`src/design/timer_irq_pkg.sv`:
```
// timer_irq_pkg: register offsets, bit positions, reset values and wave modes
// assumes: byte-wide register port on the processor's data space
package timer_irq_pkg;
  localparam logic [7:0] SHARED_FLAGS_ADDR = 8'h36;
  localparam logic [7:0] SHARED_MASK_ADDR  = 8'h37;
  localparam logic [7:0] EXT_FLAGS_ADDR    = 8'h7C;
  localparam logic [7:0] EXT_MASK_ADDR     = 8'h7D;
  localparam logic [7:0] FLAGS_RESET       = 8'h00;
  localparam logic [7:0] MASK_RESET        = 8'h00;
  // bit positions in the shared register
  localparam int S_CAP = 5;
  localparam int S_A   = 4;
  localparam int S_B   = 3;
  localparam int S_OVF = 2;
  // bit positions in the extended register
  localparam int E_CAP  = 5;
  localparam int E_A    = 4;
  localparam int E_B    = 3;
  localparam int E_OVF  = 2;
  localparam int E_C3   = 1;
  localparam int E_C1   = 0;
  localparam logic [7:0] SHARED_USED = 8'h3C;
  localparam logic [7:0] EXT_USED    = 8'h3F;
  // interrupt vector indices
  typedef enum logic [3:0] {
    VEC_T1_CAP = 4'h0, VEC_T1_A = 4'h1, VEC_T1_B = 4'h2, VEC_T1_OVF = 4'h3,
    VEC_T1_C = 4'h4, VEC_T3_CAP = 4'h5, VEC_T3_A = 4'h6, VEC_T3_B = 4'h7,
    VEC_T3_C = 4'h8, VEC_T3_OVF = 4'h9
  } vec_t;
  localparam int NUM_VEC = 10;
  // wave mode codes of interest
  localparam logic [3:0] MODE_NORMAL    = 4'h0;
  localparam logic [3:0] MODE_CTC_CMP_A = 4'h4;
  localparam logic [3:0] MODE_CTC_CAP   = 4'hC;
  localparam logic [3:0] MODE_PWM_CAP_A = 4'h8;
  localparam logic [3:0] MODE_PWM_CAP_B = 4'hA;
  localparam logic [3:0] MODE_FAST_CAP  = 4'hE;
  localparam logic [15:0] COUNT_MAX     = 16'hFFFF;
endpackage : timer_irq_pkg

```
`src/design/timer_irq_flag_bank.sv`:
```
// timer_irq_flag_bank: flags, masks and vector requests for two 16-bit timers
// assumes: byte register port, vector acknowledge from the core, timer ticks
`timescale 1ns/10ps
module timer_irq_flag_bank
  import timer_irq_pkg::*;
#(
  parameter int WIDTH = 16
)(
  input  wire logic             ref_clk,
  input  wire logic             rst_n,
  // register port
  input  wire logic [7:0]       regAddr,
  input  wire logic             regWrite,
  input  wire logic [7:0]       regWdata,
  output logic      [7:0]       regRdata,
  input  wire logic             globalIrqEnable,
  // vector handshake
  output logic                  irqRequest,
  output logic      [3:0]       irqVector,
  input  wire logic             vectorTaken,
  input  wire logic [3:0]       vectorTakenId,
  // timer1
  input  wire logic             t1Tick,
  input  wire logic [WIDTH-1:0] t1_counter,
  input  wire logic [WIDTH-1:0] t1_cmp_a_value,
  input  wire logic [WIDTH-1:0] t1_cmp_b_value,
  input  wire logic [WIDTH-1:0] t1_cmp_c_value,
  input  wire logic [WIDTH-1:0] t1_capture_value,
  input  wire logic [3:0]       wave_mode_sel,
  input  wire logic             t1OverflowStrobe,
  input  wire logic             t1CaptureEvent,
  // timer3
  input  wire logic             t3Tick,
  input  wire logic [WIDTH-1:0] t3_counter,
  input  wire logic [WIDTH-1:0] t3_cmp_a_value,
  input  wire logic [WIDTH-1:0] t3_cmp_b_value,
  input  wire logic [WIDTH-1:0] t3_cmp_c_value,
  input  wire logic [WIDTH-1:0] t3_capture_value,
  input  wire logic [3:0]       t3_wave_mode_sel,
  input  wire logic             t3OverflowStrobe,
  input  wire logic             t3CapturePinEvent
);
  import timer_irq_pkg::*;

  // ******************************
  // event detection
  // ******************************
  logic t1SetA;
  logic t1SetB;
  logic t1SetC;
  logic t1SetOvf;
  logic t1SetCap;
  logic t3SetA;
  logic t3SetB;
  logic t3SetC;
  logic t3SetOvf;
  logic t3SetCap;

  timer_event_detect #(.WIDTH(WIDTH)) t1Detect (
    .ref_clk        (ref_clk),
    .rst_n          (rst_n),
    .timerTick      (t1Tick),
    .counter        (t1_counter),
    .cmpA           (t1_cmp_a_value),
    .cmpB           (t1_cmp_b_value),
    .cmpC           (t1_cmp_c_value),
    .captureValue   (t1_capture_value),
    .waveModeSel    (wave_mode_sel),
    .overflowStrobe (t1OverflowStrobe),
    .captureEvent   (t1CaptureEvent),
    .setA           (t1SetA),
    .setB           (t1SetB),
    .setC           (t1SetC),
    .setOvf         (t1SetOvf),
    .setCap         (t1SetCap)
  );

  timer_event_detect #(.WIDTH(WIDTH)) t3Detect (
    .ref_clk        (ref_clk),
    .rst_n          (rst_n),
    .timerTick      (t3Tick),
    .counter        (t3_counter),
    .cmpA           (t3_cmp_a_value),
    .cmpB           (t3_cmp_b_value),
    .cmpC           (t3_cmp_c_value),
    .captureValue   (t3_capture_value),
    .waveModeSel    (t3_wave_mode_sel),
    .overflowStrobe (t3OverflowStrobe),
    .captureEvent   (t3CapturePinEvent),
    .setA           (t3SetA),
    .setB           (t3SetB),
    .setC           (t3SetC),
    .setOvf         (t3SetOvf),
    .setCap         (t3SetCap)
  );

  // ******************************
  // flag and mask registers
  // ******************************
  logic [7:0] shared_timer_event_flags;
  logic [7:0] extended_timer_event_flags;
  logic [7:0] shared_timer_irq_mask;
  logic [7:0] extended_timer_irq_mask;
  logic [7:0] next_sharedFlags;
  logic [7:0] next_extFlags;
  logic [7:0] next_sharedMask;
  logic [7:0] next_extMask;
  logic [7:0] sharedSet;
  logic [7:0] extSet;
  logic [7:0] sharedAck;
  logic [7:0] extAck;
  logic [7:0] sharedW1c;
  logic [7:0] extW1c;

  // set vectors placed at their bit positions
  always_comb
  begin
    sharedSet        = 8'h00;
    sharedSet[S_CAP] = t1SetCap;
    sharedSet[S_A]   = t1SetA;
    sharedSet[S_B]   = t1SetB;
    sharedSet[S_OVF] = t1SetOvf;
    extSet           = 8'h00;
    extSet[E_CAP]    = t3SetCap;
    extSet[E_A]      = t3SetA;
    extSet[E_B]      = t3SetB;
    extSet[E_OVF]    = t3SetOvf;
    extSet[E_C3]     = t3SetC;
    extSet[E_C1]     = t1SetC;
  end

  // clear of the flag whose vector is being taken
  always_comb
  begin
    sharedAck = 8'h00;
    extAck    = 8'h00;
    if (vectorTaken)
    begin
      case (vec_t'(vectorTakenId))
        VEC_T1_CAP: sharedAck[S_CAP] = 1'b1;
        VEC_T1_A:   sharedAck[S_A]   = 1'b1;
        VEC_T1_B:   sharedAck[S_B]   = 1'b1;
        VEC_T1_OVF: sharedAck[S_OVF] = 1'b1;
        VEC_T1_C:   extAck[E_C1]     = 1'b1;
        VEC_T3_CAP: extAck[E_CAP]    = 1'b1;
        VEC_T3_A:   extAck[E_A]      = 1'b1;
        VEC_T3_B:   extAck[E_B]      = 1'b1;
        VEC_T3_C:   extAck[E_C3]     = 1'b1;
        VEC_T3_OVF: extAck[E_OVF]    = 1'b1;
        default:    sharedAck        = 8'h00;
      endcase
    end
  end

  // write-one clears, zero bits leave flags untouched
  assign sharedW1c = (regWrite && regAddr == SHARED_FLAGS_ADDR) ? regWdata : 8'h00;
  assign extW1c    = (regWrite && regAddr == EXT_FLAGS_ADDR) ? regWdata : 8'h00;

  // set beats any clear in the same cycle; unused bits stay zero
  always_comb
  begin
    next_sharedFlags = (shared_timer_event_flags & ~(sharedW1c | sharedAck) | sharedSet)
                       & SHARED_USED;
    next_extFlags    = (extended_timer_event_flags & ~(extW1c | extAck) | extSet)
                       & EXT_USED;
    next_sharedMask  = shared_timer_irq_mask;
    next_extMask     = extended_timer_irq_mask;
    if (regWrite && regAddr == SHARED_MASK_ADDR)
    begin
      next_sharedMask = regWdata & SHARED_USED;
    end
    else if (regWrite && regAddr == EXT_MASK_ADDR)
    begin
      next_extMask = regWdata & EXT_USED;
    end
  end

  always_ff @(posedge ref_clk)
  begin
    if (!rst_n)
    begin
      shared_timer_event_flags   <= FLAGS_RESET;
      extended_timer_event_flags <= FLAGS_RESET;
      shared_timer_irq_mask      <= MASK_RESET;
      extended_timer_irq_mask    <= MASK_RESET;
    end
    else
    begin
      shared_timer_event_flags   <= next_sharedFlags;
      extended_timer_event_flags <= next_extFlags;
      shared_timer_irq_mask      <= next_sharedMask;
      extended_timer_irq_mask    <= next_extMask;
    end
  end

  // ******************************
  // register read
  // ******************************
  always_comb
  begin
    if (regAddr == SHARED_FLAGS_ADDR)
    begin
      regRdata = shared_timer_event_flags;
    end
    else if (regAddr == EXT_FLAGS_ADDR)
    begin
      regRdata = extended_timer_event_flags;
    end
    else if (regAddr == SHARED_MASK_ADDR)
    begin
      regRdata = shared_timer_irq_mask;
    end
    else if (regAddr == EXT_MASK_ADDR)
    begin
      regRdata = extended_timer_irq_mask;
    end
    else
    begin
      regRdata = 8'h00;
    end
  end

  // ******************************
  // vector request, fixed priority
  // ******************************
  logic [7:0] sharedPend;
  logic [7:0] extPend;

  assign sharedPend = shared_timer_event_flags & shared_timer_irq_mask;
  assign extPend    = extended_timer_event_flags & extended_timer_irq_mask;

  // lowest vector index wins
  always_comb
  begin
    irqRequest = 1'b0;
    irqVector  = VEC_T1_CAP;
    if (globalIrqEnable)
    begin
      irqRequest = 1'b1;
      if (sharedPend[S_CAP])      irqVector = VEC_T1_CAP;
      else if (sharedPend[S_A])   irqVector = VEC_T1_A;
      else if (sharedPend[S_B])   irqVector = VEC_T1_B;
      else if (sharedPend[S_OVF]) irqVector = VEC_T1_OVF;
      else if (extPend[E_C1])     irqVector = VEC_T1_C;
      else if (extPend[E_CAP])    irqVector = VEC_T3_CAP;
      else if (extPend[E_A])      irqVector = VEC_T3_A;
      else if (extPend[E_B])      irqVector = VEC_T3_B;
      else if (extPend[E_C3])     irqVector = VEC_T3_C;
      else if (extPend[E_OVF])    irqVector = VEC_T3_OVF;
      else                        irqRequest = 1'b0;
    end
  end
endmodule : timer_irq_flag_bank

```
`src/design/timer_event_detect.sv`:
```
// timer_event_detect: per-timer flag set events from compares and counter
// assumes: counter and compare values are stable in the timer tick cycle
`timescale 1ns/10ps
module timer_event_detect
  import timer_irq_pkg::*;
#(
  parameter int WIDTH = 16
)(
  input  wire logic             ref_clk,
  input  wire logic             rst_n,
  input  wire logic             timerTick,
  input  wire logic [WIDTH-1:0] counter,
  input  wire logic [WIDTH-1:0] cmpA,
  input  wire logic [WIDTH-1:0] cmpB,
  input  wire logic [WIDTH-1:0] cmpC,
  input  wire logic [WIDTH-1:0] captureValue,
  input  wire logic [3:0]       waveModeSel,
  input  wire logic             overflowStrobe,
  input  wire logic             captureEvent,
  output logic                  setA,
  output logic                  setB,
  output logic                  setC,
  output logic                  setOvf,
  output logic                  setCap
);
  import timer_irq_pkg::*;

  logic [2:0] matchHeld;
  logic [2:0] next_matchHeld;
  logic       ovfHeld;
  logic       next_ovfHeld;
  logic       topHeld;
  logic       next_topHeld;
  logic       plainMode;
  logic       capIsTop;

  // capture register used as the ceiling
  assign capIsTop = (waveModeSel == MODE_CTC_CAP) || (waveModeSel == MODE_PWM_CAP_A)
                  || (waveModeSel == MODE_PWM_CAP_B) || (waveModeSel == MODE_FAST_CAP);
  assign plainMode = (waveModeSel == MODE_NORMAL) || (waveModeSel == MODE_CTC_CMP_A)
                   || (waveModeSel == MODE_CTC_CAP);

  // sample matches on a tick, report them on the next tick
  always_comb
  begin
    next_matchHeld = matchHeld;
    next_ovfHeld   = ovfHeld;
    next_topHeld   = topHeld;
    if (timerTick)
    begin
      next_matchHeld = {counter == cmpC, counter == cmpB, counter == cmpA};
      next_ovfHeld   = plainMode && counter == COUNT_MAX;
      next_topHeld   = capIsTop && counter == captureValue;
    end
  end

  always_ff @(posedge ref_clk)
  begin
    if (!rst_n)
    begin
      matchHeld <= 3'h0;
      ovfHeld   <= 1'b0;
      topHeld   <= 1'b0;
    end
    else
    begin
      matchHeld <= next_matchHeld;
      ovfHeld   <= next_ovfHeld;
      topHeld   <= next_topHeld;
    end
  end

  // force strobes never reach here, so forced matches leave flags alone
  assign setA   = timerTick && matchHeld[0];
  assign setB   = timerTick && matchHeld[1];
  assign setC   = timerTick && matchHeld[2];
  // wrap in plain modes, mode-table strobe otherwise
  assign setOvf = timerTick && (plainMode ? ovfHeld : overflowStrobe);
  assign setCap = captureEvent || (timerTick && topHeld);
endmodule : timer_event_detect

```
`config.mk`:
```
export PLATFORM = sky130hd
export DESIGN_NAME = timer_irq_flag_bank
export DESIGN_NICKNAME = d
export VERILOG_FILES = /design/src/design/timer_irq_pkg.sv /design/src/design/timer_irq_flag_bank.sv /design/src/design/timer_event_detect.sv
export SDC_FILE = /design/constraint.sdc
export NUM_CORES = 1
export LEC_CHECK = 0
export BUFFER_PORTS_ARGS = -buffer_cell sky130_fd_sc_hd__buf_2
export CELL_PAD_IN_SITES_DETAIL_PLACEMENT = 0
export CELL_PAD_IN_SITES_GLOBAL_PLACEMENT = 2
export CORE_MARGIN = 3
export CORE_UTILIZATION = 22
export CTS_CLUSTER_DIAMETER = 150
export DETAILED_ROUTE_END_ITERATION = 6
export PLACE_DENSITY = 0.92
export SKIP_CTS_REPAIR_TIMING = 1
export SYNTH_ARGS = -nofsm -noshare
export SYNTH_HDL_FRONTEND = slang
export SYNTH_SLANG_ARGS = --single-unit
```
`constraint.sdc`:
```
create_clock -name ref_clk -period 2.5 [get_ports ref_clk]
set_input_delay 0.75 -clock ref_clk [delete_from_list [all_inputs] [get_ports ref_clk]]
set_output_delay 0.75 -clock ref_clk [all_outputs]
set_load 0.02 [all_outputs]
```
## After elaboration in Yosys (flattened, before gate mapping)

Cells that the tools add are included.

- Register bits: 30
- Latch bits: 0
- RAM bits: 0
- Bits in read-only memories: 0
- Input bits: 199
- Output and inout bits: 13
- Logic and storage cells: 130
- Memories: 0

- Add/subtract/negate cells: 0
- $mul: 0
- Divide/modulo/power cells: 0
- Order comparisons: 0
- Eq/ne operators: 33
- Shift-type cells: 0
- Mux-type cells: 42
- Bitwise operators: 11
- Reductions and logical operators: 34

Operators by type and width:

| operator | count |
|---|---|
| 16-bit equality test | 8 |
| 6-bit two-way mux | 8 |
| 4-bit two-way mux | 11 |
| 4-bit equality test, second input constant | 10 |
| 16-bit equality test, second input constant | 2 |
| 6-bit AND | 4 |
| 4-bit by 3-bit equality test with 1-bit output, second input constant | 6 |
| 6-bit bitwise OR | 4 |
| 1-bit two-way mux | 23 |
| 1-bit logical AND | 18 |
| 8-bit by 6-bit equality test with 1-bit output, second input constant | 2 |
| 8-bit by 7-bit equality test with 1-bit output, second input constant | 2 |
| 4-bit zero test | 3 |
| 1-bit logical OR | 12 |
| 6-bit NOT | 2 |
| 4-bit by 2-bit equality test with 1-bit output, second input constant | 2 |
| 4-bit by 1-bit equality test with 1-bit output, second input constant | 1 |
| 2-bit AND reduction | 1 |
| 1-bit NOT | 1 |

## Logic depth before layout (Yosys ltp)

Gate-level depths: netlist (run 1).

- Depth in word-level cells: 12
- Depth in mapped cells: 6
- Gate-level depth less buffers: 5

## Modules after synthesis

From an unflattened synthesis (run 1), not the netlist that was laid out.

- Cells, all modules: 432
- Area total of the unflattened synthesis: 3448.3 sq um

By module, submodules not included:

| module | times used | cells each | area an instance (sq um) | sequential area each (sq um) |
|---|---|---|---|---|
| timer_event_detect | 2 | 136 | 1109.8 | 100.1 |
| timer_irq_flag_bank | 1 | 160 | 1228.7 | 400.4 |

## Worst setup path after synthesis (run 1)

OpenSTA, ideal clock, no wires.

- Path kind: in2out
- Start: in regAddr[6]
- End: out regRdata[2]
- Arrival time: 2.185 ns
- Required time: 1.750 ns
- Path slack: -0.435 ns
- Stages on the path: 4
- Path buffers: 0
- Cell sequence: or3b_4 a21oi_1 a221oi_1 nor4_1

- Word-level cells in the longest chain between the ends: 5
- Elaborated cells between the ends (all ways): 8
- Classes of those cells: 4 x eq/ne; 4 x mux

Ends and longest elaborated chain:

| what | RTL line | RTL |
|---|---|---|
| start: declaration | timer_irq_flag_bank.sv:12 | `input wire logic [7:0] regAddr,` |
| 8-bit by 7-bit equality test with 1-bit output | timer_irq_flag_bank.sv:213 | `else if (regAddr == EXT_MASK_ADDR)` |
| 6-bit two-way mux | timer_irq_flag_bank.sv:213 |  |
| 6-bit two-way mux | timer_irq_flag_bank.sv:209 | `else if (regAddr == SHARED_MASK_ADDR)` |
| 6-bit two-way mux | timer_irq_flag_bank.sv:205 | `else if (regAddr == EXT_FLAGS_ADDR)` |
| 6-bit two-way mux * | timer_irq_flag_bank.sv:201 | `if (regAddr == SHARED_FLAGS_ADDR)` |
| end: declaration | timer_irq_flag_bank.sv:15 | `output logic [7:0] regRdata,` |

Mark *: on every way between the ends. The rest lies on a longest branch, timed or not.

## Worst setup path after layout (run 1)

- Start: in regAddr[6]
- End: out regRdata[4]

The elaborated chain is that of the path after synthesis.

==> results by group, run 1 <==
Critical path
  – CP endpoint kind: primary output
  – Slowest stage delay, CP: roughly 0.42 ns
  – Critical Path AT: between 2 and 2.5 ns
  – Startpoint class of the critical path: input pin
  – Crit-path max FO: 5
  – Top Family by Delay on Critical Path: simple AND/OR/NAND/NOR gates
  – Slowest-stage cell, CP: or3b_4
  – CP required: approximately 1.8 ns
  – WP buf/inv: 2
  – Setup CP Type: input pin to primary output
  – Worst-path cell chain: buf_6 -> or3b_4 -> or3_4 -> o22ai_4 -> nor3_2 -> buf_4

Global routing
  – GRT overflow: 0
  – Total track usage: between 15 and 20%
  – Global-route wire length before repair: 19800 µm
  – Vias in the first global route: 3866
  – Largest net degree at the start of global routing: 31
  – Initial antenna violation count: 1

Finish
  – Fill count: between 1500 and 2000
  – Area grow syn2layout: 47.3%
  – Post-route insts no fill: 778
  – Layout cells sized above 1: 44.0%
  – Nets@finish: 796
  – Inserted Diodes: 0

Clock network
  – Clock Path Buffers: 2
  – Sink Count: 30
  – Clock Tree Root: clkbuf_16
  – Clk_lat worst skew: 0.27 ns
  – Clock slew at reported path FFs: 0.05 ns
  – CTS buffer count: 5
  – Clock H-tree levels: 2
  – CTS tree: done

STA
  – Fin worst setup slack: -0.259 ns
  – Slew headroom: about 66%
  – Clock skew: between 0.002 and 0.0025 ns
  – Max Freq: 0.362 GHz
  – Period minus WS final: roughly 2.8 ns
  – WHS: 0.465 ns
  – Fin. Hold Viols: 0
  – Pins over their slew limit: 0
  – RSZ-0062 raised after global routing: true
  – Tightest Pin Transition: 0.508 ns
  – Period utilization: 110%
  – Setup-violating endpoint count in the final report: 6

Synthesis
  – Mean area per synthesized cell: between 7 and 8 µm²
  – Synth warn: 0
  – Top cells by area in the synthesized netlist: xor2_1 33%, dfxtp_1 19%, nor4_1 5.2%
  – Synthesized cell area: about 0.0032 mm²
  – Post-synth EDFFs: 0
  – Asr flop ratio synth: 0%
  – Yosys cell types: 49
  – Most frequent cell after synthesis: xor2_1
  – Top cell type's share of synthesized area: 33.1%
  – Sequential cell area fraction in the yosys report: 18.6%
  – Area leader, netlist: xor2_1
  – Top cells by count, synth: 122 x xor2_1, 36 x clkbuf_1, 30 x dfxtp_1
  – Ys flop type: dfxtp_1
  – Post-Synthesis Cells: 405
  – Flip-flop and latch count after synthesis: 30

Placement
  – Pre-CTS setup slack: -0.259 ns
  – Post-Place Cells: 765
  – IO Port Bufs: approximately 210
  – DP HPWL: 11200 µm
  – Routability congestion estimate: between 0.8 and 0.9

Die
  – Core Region: roughly 0.014 mm²
  – Die Ht: 127 µm
  – Die width: roughly 130 µm
  – Die area: around 0.016 mm²
  – Top-Level Pins: 212
  – Starting Density: between 20 and 25%
  – Row count: 43

Drt
  – WL final: 12900 µm
  – Drt pass-1 iters: 4
  – Vias/cell: 4.78
  – WL per Instance: 16.6 µm
  – Max layer used: met5
  – Post-route antenna net violation count: 0
  – Routed met2 length: 6100 µm
  – Initial detailed-routing violation count: between 100 and 150
  – Met1 WL: 5420 µm
  – Total number of vias: 3715
  – DRC Markers: 0
  – Met3 Routed Length: around 1200 µm

Power
  – Power per Cell Area: 334 mW/mm²
  – Sequential Power Share: between 30% and 40%
  – Clock power frac: 37.2%
  – Sw Ratio: 29.4%
  – LEAKAGE: about 2.1 nW
  – VDD IR max: 0.212 mV
  – Internal: 0.00112 W
  – P_sw: 0.000467 W
  – Logic gate share of total power: 31.9%

Run status
  – Outcome: complete, but fails checks
  – Failing checks: setup timing

Min path
  – Type of the worst min-delay path: flip-flop to flip-flop

Flow run
  – # Max-Cap Violations: 0
## worst reg2reg max path, stage by stage (launching register included)
cell,delay (ns)
dfxtp_1,0.45
o311ai_0,0.19
a21o_2,0.22
o21ai_0,0.05
## layout by cell type, fill, tap and decap left out, drive strengths merged, types with 7 or more instances in the layout
cell type,count
buf,225
xor2,122
dfxtp,30
nand2,29
nor4,28
nand4,19
nor2b,15
mux2i,14
nor3,12
a21oi,8
nor2,8
o31ai,7
## cells by family (layout without fill, tap and decap cells)
kind of cell	Yosys count	in the layout	synth area share, %
AO/OA/AOI/OAI	53	53	12.1
AND/OR/NAND/NOR	133	133	24.4
other	1	2	0.116
buffers and inverters	46	238	5.66
XOR/XNOR	128	128	34.7
multiplexers	14	14	4.34
flip-flops	30	30	18.6
## metal layers
layer | vias to the layer above | GRT usage (%)
li1 | 1811 | -
met4 | 2 | 3.41
met5 | - | 0
met1 | 1694 | 19.6
met3 | 26 | 4.01
met2 | 182 | 25.6
## registers in the layout, indices dropped and copies added, names as in the netlist
name                        cells
extended_timer_irq_mask         6
t3Detect.topHeld                1
t1Detect.ovfHeld                1
shared_timer_irq_mask           4
extended_timer_event_flags      6
t3Detect.ovfHeld                1
shared_timer_event_flags        4
t3Detect.matchHeld              3
t1Detect.topHeld                1
t1Detect.matchHeld              3
## worst paths after layout
kind	slack (ns)	to	from	cells after the start
min	0.46	t3Detect.matchHeld[1]	t3Detect.matchHeld[1]	2
min reg2reg	0.46	t3Detect.matchHeld[1]	t3Detect.matchHeld[1]	2
max	-0.26	regRdata[4]	regAddr[6]	6
max reg2reg	1.52	shared_timer_event_flags[2]	shared_timer_event_flags[2]	3
## per-stage QoR
stage	utilization, %	power [W]	cell area [µm²]	setup TNS, ns
2_1_floorplan	-	0.000756	3280	-0.289
5_1_grt	33.7	0.00168	4750	-1.50
3_5_place_dp	31.7	0.000999	4470	-1.30
4_1_cts	32.8	0.00160	4620	-1.40
3_3_place_gp	31.7	0.000992	4470	-1.17
6_report	33.7	0.00159	4750	-1.17
## layout make-up
type                    count  area [µm²]  share of cell area (%)
multi-input cells         330        2540                    53.5
repair buffers            225        1210                    25.5
flip-flops and latches     30         606                    12.7
well taps                 180         225                    4.74
clock buffers               6         139                    2.92
inverters                   5        18.8                   0.395
clock inverters             2        12.5                   0.263
## power groups by stage
stage | Clock (W) | Sequential (W) | Combinational, W
6_report | 0.000590 | 0.000491 | 0.000506
5_1_grt | 0.000627 | 0.000490 | 0.000561
4_1_cts | 0.000606 | 0.000491 | 0.000501
3_5_place_dp | 0 | 0.000501 | 0.000499
3_3_place_gp | 0 | 0.000501 | 0.000491
2_1_floorplan | 0 | 0.000497 | 0.000259
Note: power is estimated with default switching activity, not from simulation.
==> run 2: changes to the inputs <==
--- a/config.mk
+++ b/config.mk
@@ -5,14 +5,15 @@
 export SDC_FILE = /design/constraint.sdc
 export NUM_CORES = 1
 export LEC_CHECK = 0
+export ABC_AREA = 1
 export BUFFER_PORTS_ARGS = -buffer_cell sky130_fd_sc_hd__buf_2
 export CELL_PAD_IN_SITES_DETAIL_PLACEMENT = 0
 export CELL_PAD_IN_SITES_GLOBAL_PLACEMENT = 2
 export CORE_MARGIN = 3
-export CORE_UTILIZATION = 22
+export CORE_UTILIZATION = 20
 export CTS_CLUSTER_DIAMETER = 150
 export DETAILED_ROUTE_END_ITERATION = 6
-export PLACE_DENSITY = 0.92
+export PLACE_DENSITY = 0.91
 export SKIP_CTS_REPAIR_TIMING = 1
 export SYNTH_ARGS = -nofsm -noshare
 export SYNTH_HDL_FRONTEND = slang
==> results by group, run 2 <==
Synthesis
  – Post-synth EDFFs: 0
  – Top cell type's share of synthesized area: 26.7%
  – Ys flop type: dfxtp_1
  – Compound-gate portion of the synthesized area: 10.2%
  – Mean area per synthesized cell: 5.22 µm²
  – Synth Area in Adders: 0%
  – Simple-Gate Fraction of Synth Area: 48.1%
  – Synthesized cell area: about 0.0037 mm²
  – Top cells by area in the synthesized netlist: nand2_1 27%, dfxtp_1 16%, inv_1 10%
  – Main combinational cell family by area after synthesis: simple AND/OR/NAND/NOR gates
  – Area leader, netlist: nand2_1
  – Asr flop ratio synth: 0%
  – Post-synthesis xor/xnor area fraction: between 10% and 20%
  – Sequential cell area fraction in the yosys report: 16.0%
  – Flip-flop and latch count after synthesis: 30
  – Mux contribution to synthesized area: 0%
  – Post-Synthesis Cells: 717
  – Top cells by count, synth: 266 x nand2_1, 100 x inv_1, 80 x nor2_1
  – Yosys cell types: 29
  – Most frequent cell after synthesis: nand2_1
  – Synth warn: 0

Die
  – Die width: around 140 µm
  – Row count: 49
  – Top-Level Pins: 212
  – Die Ht: 143 µm
  – Die area: 0.0204 mm²
  – Starting Density: between 20% and 30%
  – Core Region: 0.0181 mm²

STA
  – Period minus WS final: between 2 and 3 ns
  – Clock skew: 0.000802 ns
  – Pins over their slew limit: 0
  – Fin. Hold Viols: 0
  – Tightest Pin Transition: 0.571 ns
  – Fin worst setup slack: -0.00520 ns
  – Setup-violating endpoint count in the final report: 1
  – Total negative slack: -0.00520 ns
  – Period utilization: 100%
  – Max Freq: 0.399 GHz
  – RSZ-0062 raised after global routing: true
  – Slew headroom: 61.6%

Finish
  – Cell area after layout: ~0.0052 mm²
  – Final Core Density: 28.7%
  – Nets@finish: 1114
  – Most common cell after layout, fill and taps aside: nand2_1
  – Post-route insts no fill: approximately 1100
  – Fill count: roughly 2100
  – Most frequent cells in the layout: 266 x nand2_1, 202 x buf_2, 99 x inv_1, 80 x nor2_1, 51 x nand3_1
  – Layout cells sized above 1: 25.7%
  – Regs by FF count: extended_timer_event_flags: 6 flops, extended_timer_irq_mask: 6 flops
  – Area grow syn2layout: 38.9%

Placement
  – DP HPWL: between 10000 and 15000 µm
  – Routability congestion estimate: roughly 0.84
  – Pre-CTS setup slack: -0.0488 ns
  – IO Port Bufs: between 200 and 250
  – DP Area: 0.00499 mm²
  – Post-Place Cells: 1137

Power
  – Clock power frac: 39.1%
  – Logic gate share of total power: between 30% and 40%
  – P_sw: around 0.00051 W
  – Sw Ratio: 29.9%
  – Internal: roughly 0.0012 W
  – Power per Cell Area: 329 mW/mm²
  – Sequential Power Share: around 29%
  – VDD IR max: 0.212 mV
  – LEAKAGE: approximately 2.8 nW

Critical path
  – Setup CP Type: input pin to primary output
  – CP endpoint kind: primary output
  – CP required: 1.75 ns
  – Startpoint class of the critical path: input pin
  – Critical Path AT: ~1.8 ns
  – Reg2reg setup slack: 1.74 ns
  – Crit-path max FO: 5

Drt
  – Initial detailed-routing violation count: 178
  – DRC Markers: 0
  – WL final: 14500 µm
  – Vias/cell: 4.23
  – Total number of vias: 4845
  – WL per Instance: ~13 µm
  – Drt pass-1 iters: 5
  – Post-route antenna net violation count: 0

Flow run
  – # Max-Cap Violations: 0

Min path
  – Type of the worst min-delay path: flip-flop to flip-flop

Clock network
  – CTS tree: done
  – Clock H-tree levels: 2
  – Clock Path Buffers: 2
  – CTS buffer count: 5
  – Clock slew at reported path FFs: 0.05 ns
  – Clock Tree Root: clkbuf_16
  – Sink Count: 30
  – Clk_lat worst skew: 0.27 ns

Run status
  – Outcome: complete, but fails checks
  – Failing checks: setup timing

Global routing
  – Total track usage: 13.8%
  – Vias in the first global route: 4598
  – Initial antenna violation count: 2
  – GRT overflow: 0
  – Global-route wire length before repair: 22900 µm
  – Largest net degree at the start of global routing: 31
==> run 2: cell count changes after synthesis, moves of 17 or more <==
cell / change
nand2_1: +237
xor2_1: -107
inv_1: +95
nor2_1: +73
nand3_1: +45
a21oi_1: +35
clkbuf_1: -32
xnor2_1: +30
nor4_1: -26
o21ai_0: +17
==> run 2: worst paths after layout <==
check                                   start                     endpoint  cells after the start
setup reg to reg  shared_timer_event_flags[4]  shared_timer_event_flags[4]                      4
hold reg to reg              t3Detect.ovfHeld             t3Detect.ovfHeld                      2
hold / removal               t3Detect.ovfHeld             t3Detect.ovfHeld                      2
setup / recovery                   regAddr[7]                  regRdata[4]                      6
==> run 2: power by group through the flow <==
| stage | clock, W | combinational [W] | sequential (W) |
|---|---|---|---|
| 2_1_floorplan | 0 | 0.000301 | 0.000497 |
| 3_3_place_gp | 0 | 0.000551 | 0.000500 |
| 4_1_cts | 0.000682 | 0.000556 | 0.000489 |
| 5_1_grt | 0.000704 | 0.000632 | 0.000490 |
| 3_5_place_dp | 0 | 0.000553 | 0.000499 |
| 6_report | 0.000668 | 0.000551 | 0.000490 |
==> run 2: cell families after synthesis <==
| kind of cell | after synthesis |
|---|---|
| xor gates and xnor gates | 51 |
| buffers and inverters | 126 |
| other | 1 |
| and+or+nand+nor | 437 |
| DFF | 30 |
| AOI/OAI and AO/OA | 72 |
==> run 2: final cells by class <==
type	instances	area [µm²]	area share (%)
Clock buffer	5	125	2.41
Sequential cell	30	601	11.5
Inverter	103	387	7.43
Clock inverter	3	40.0	0.770
Tap cell	229	287	5.51
Antenna cell	1	2.50	0.0481
Multi-Input combinational cell	562	2650	51.0
Timing Repair Buffer	213	1110	21.3
==> run 2: stage by stage <==
stage	hold WS, ns	total power (W)
after floorplan	0.436	0.000798
after global placement	0.452	0.00105
after detailed placement	0.452	0.00105
after CTS	0.463	0.00173
after global routing	0.481	0.00183
final	0.462	0.00171
==> run 2: worst max-delay path, cell delays in order <==
cell	delay [ns]
buf_6	0.10
nand3b_1	0.24
nor3_4	0.32
nand2_1	0.11
o2111ai_2	0.09
buf_6	0.15
==> run 2: metal layers <==
layer / GRT usage (%) / vias to the layer above / part of all wire, %
met5: 0 / - / 0.097
met4: 2.35 / 2 / 1.1
met3: 2.28 / 13 / 5.4
met2: 24.7 / 136 / 49
met1: 17.7 / 2084 / 45
li1: - / 2610 / -
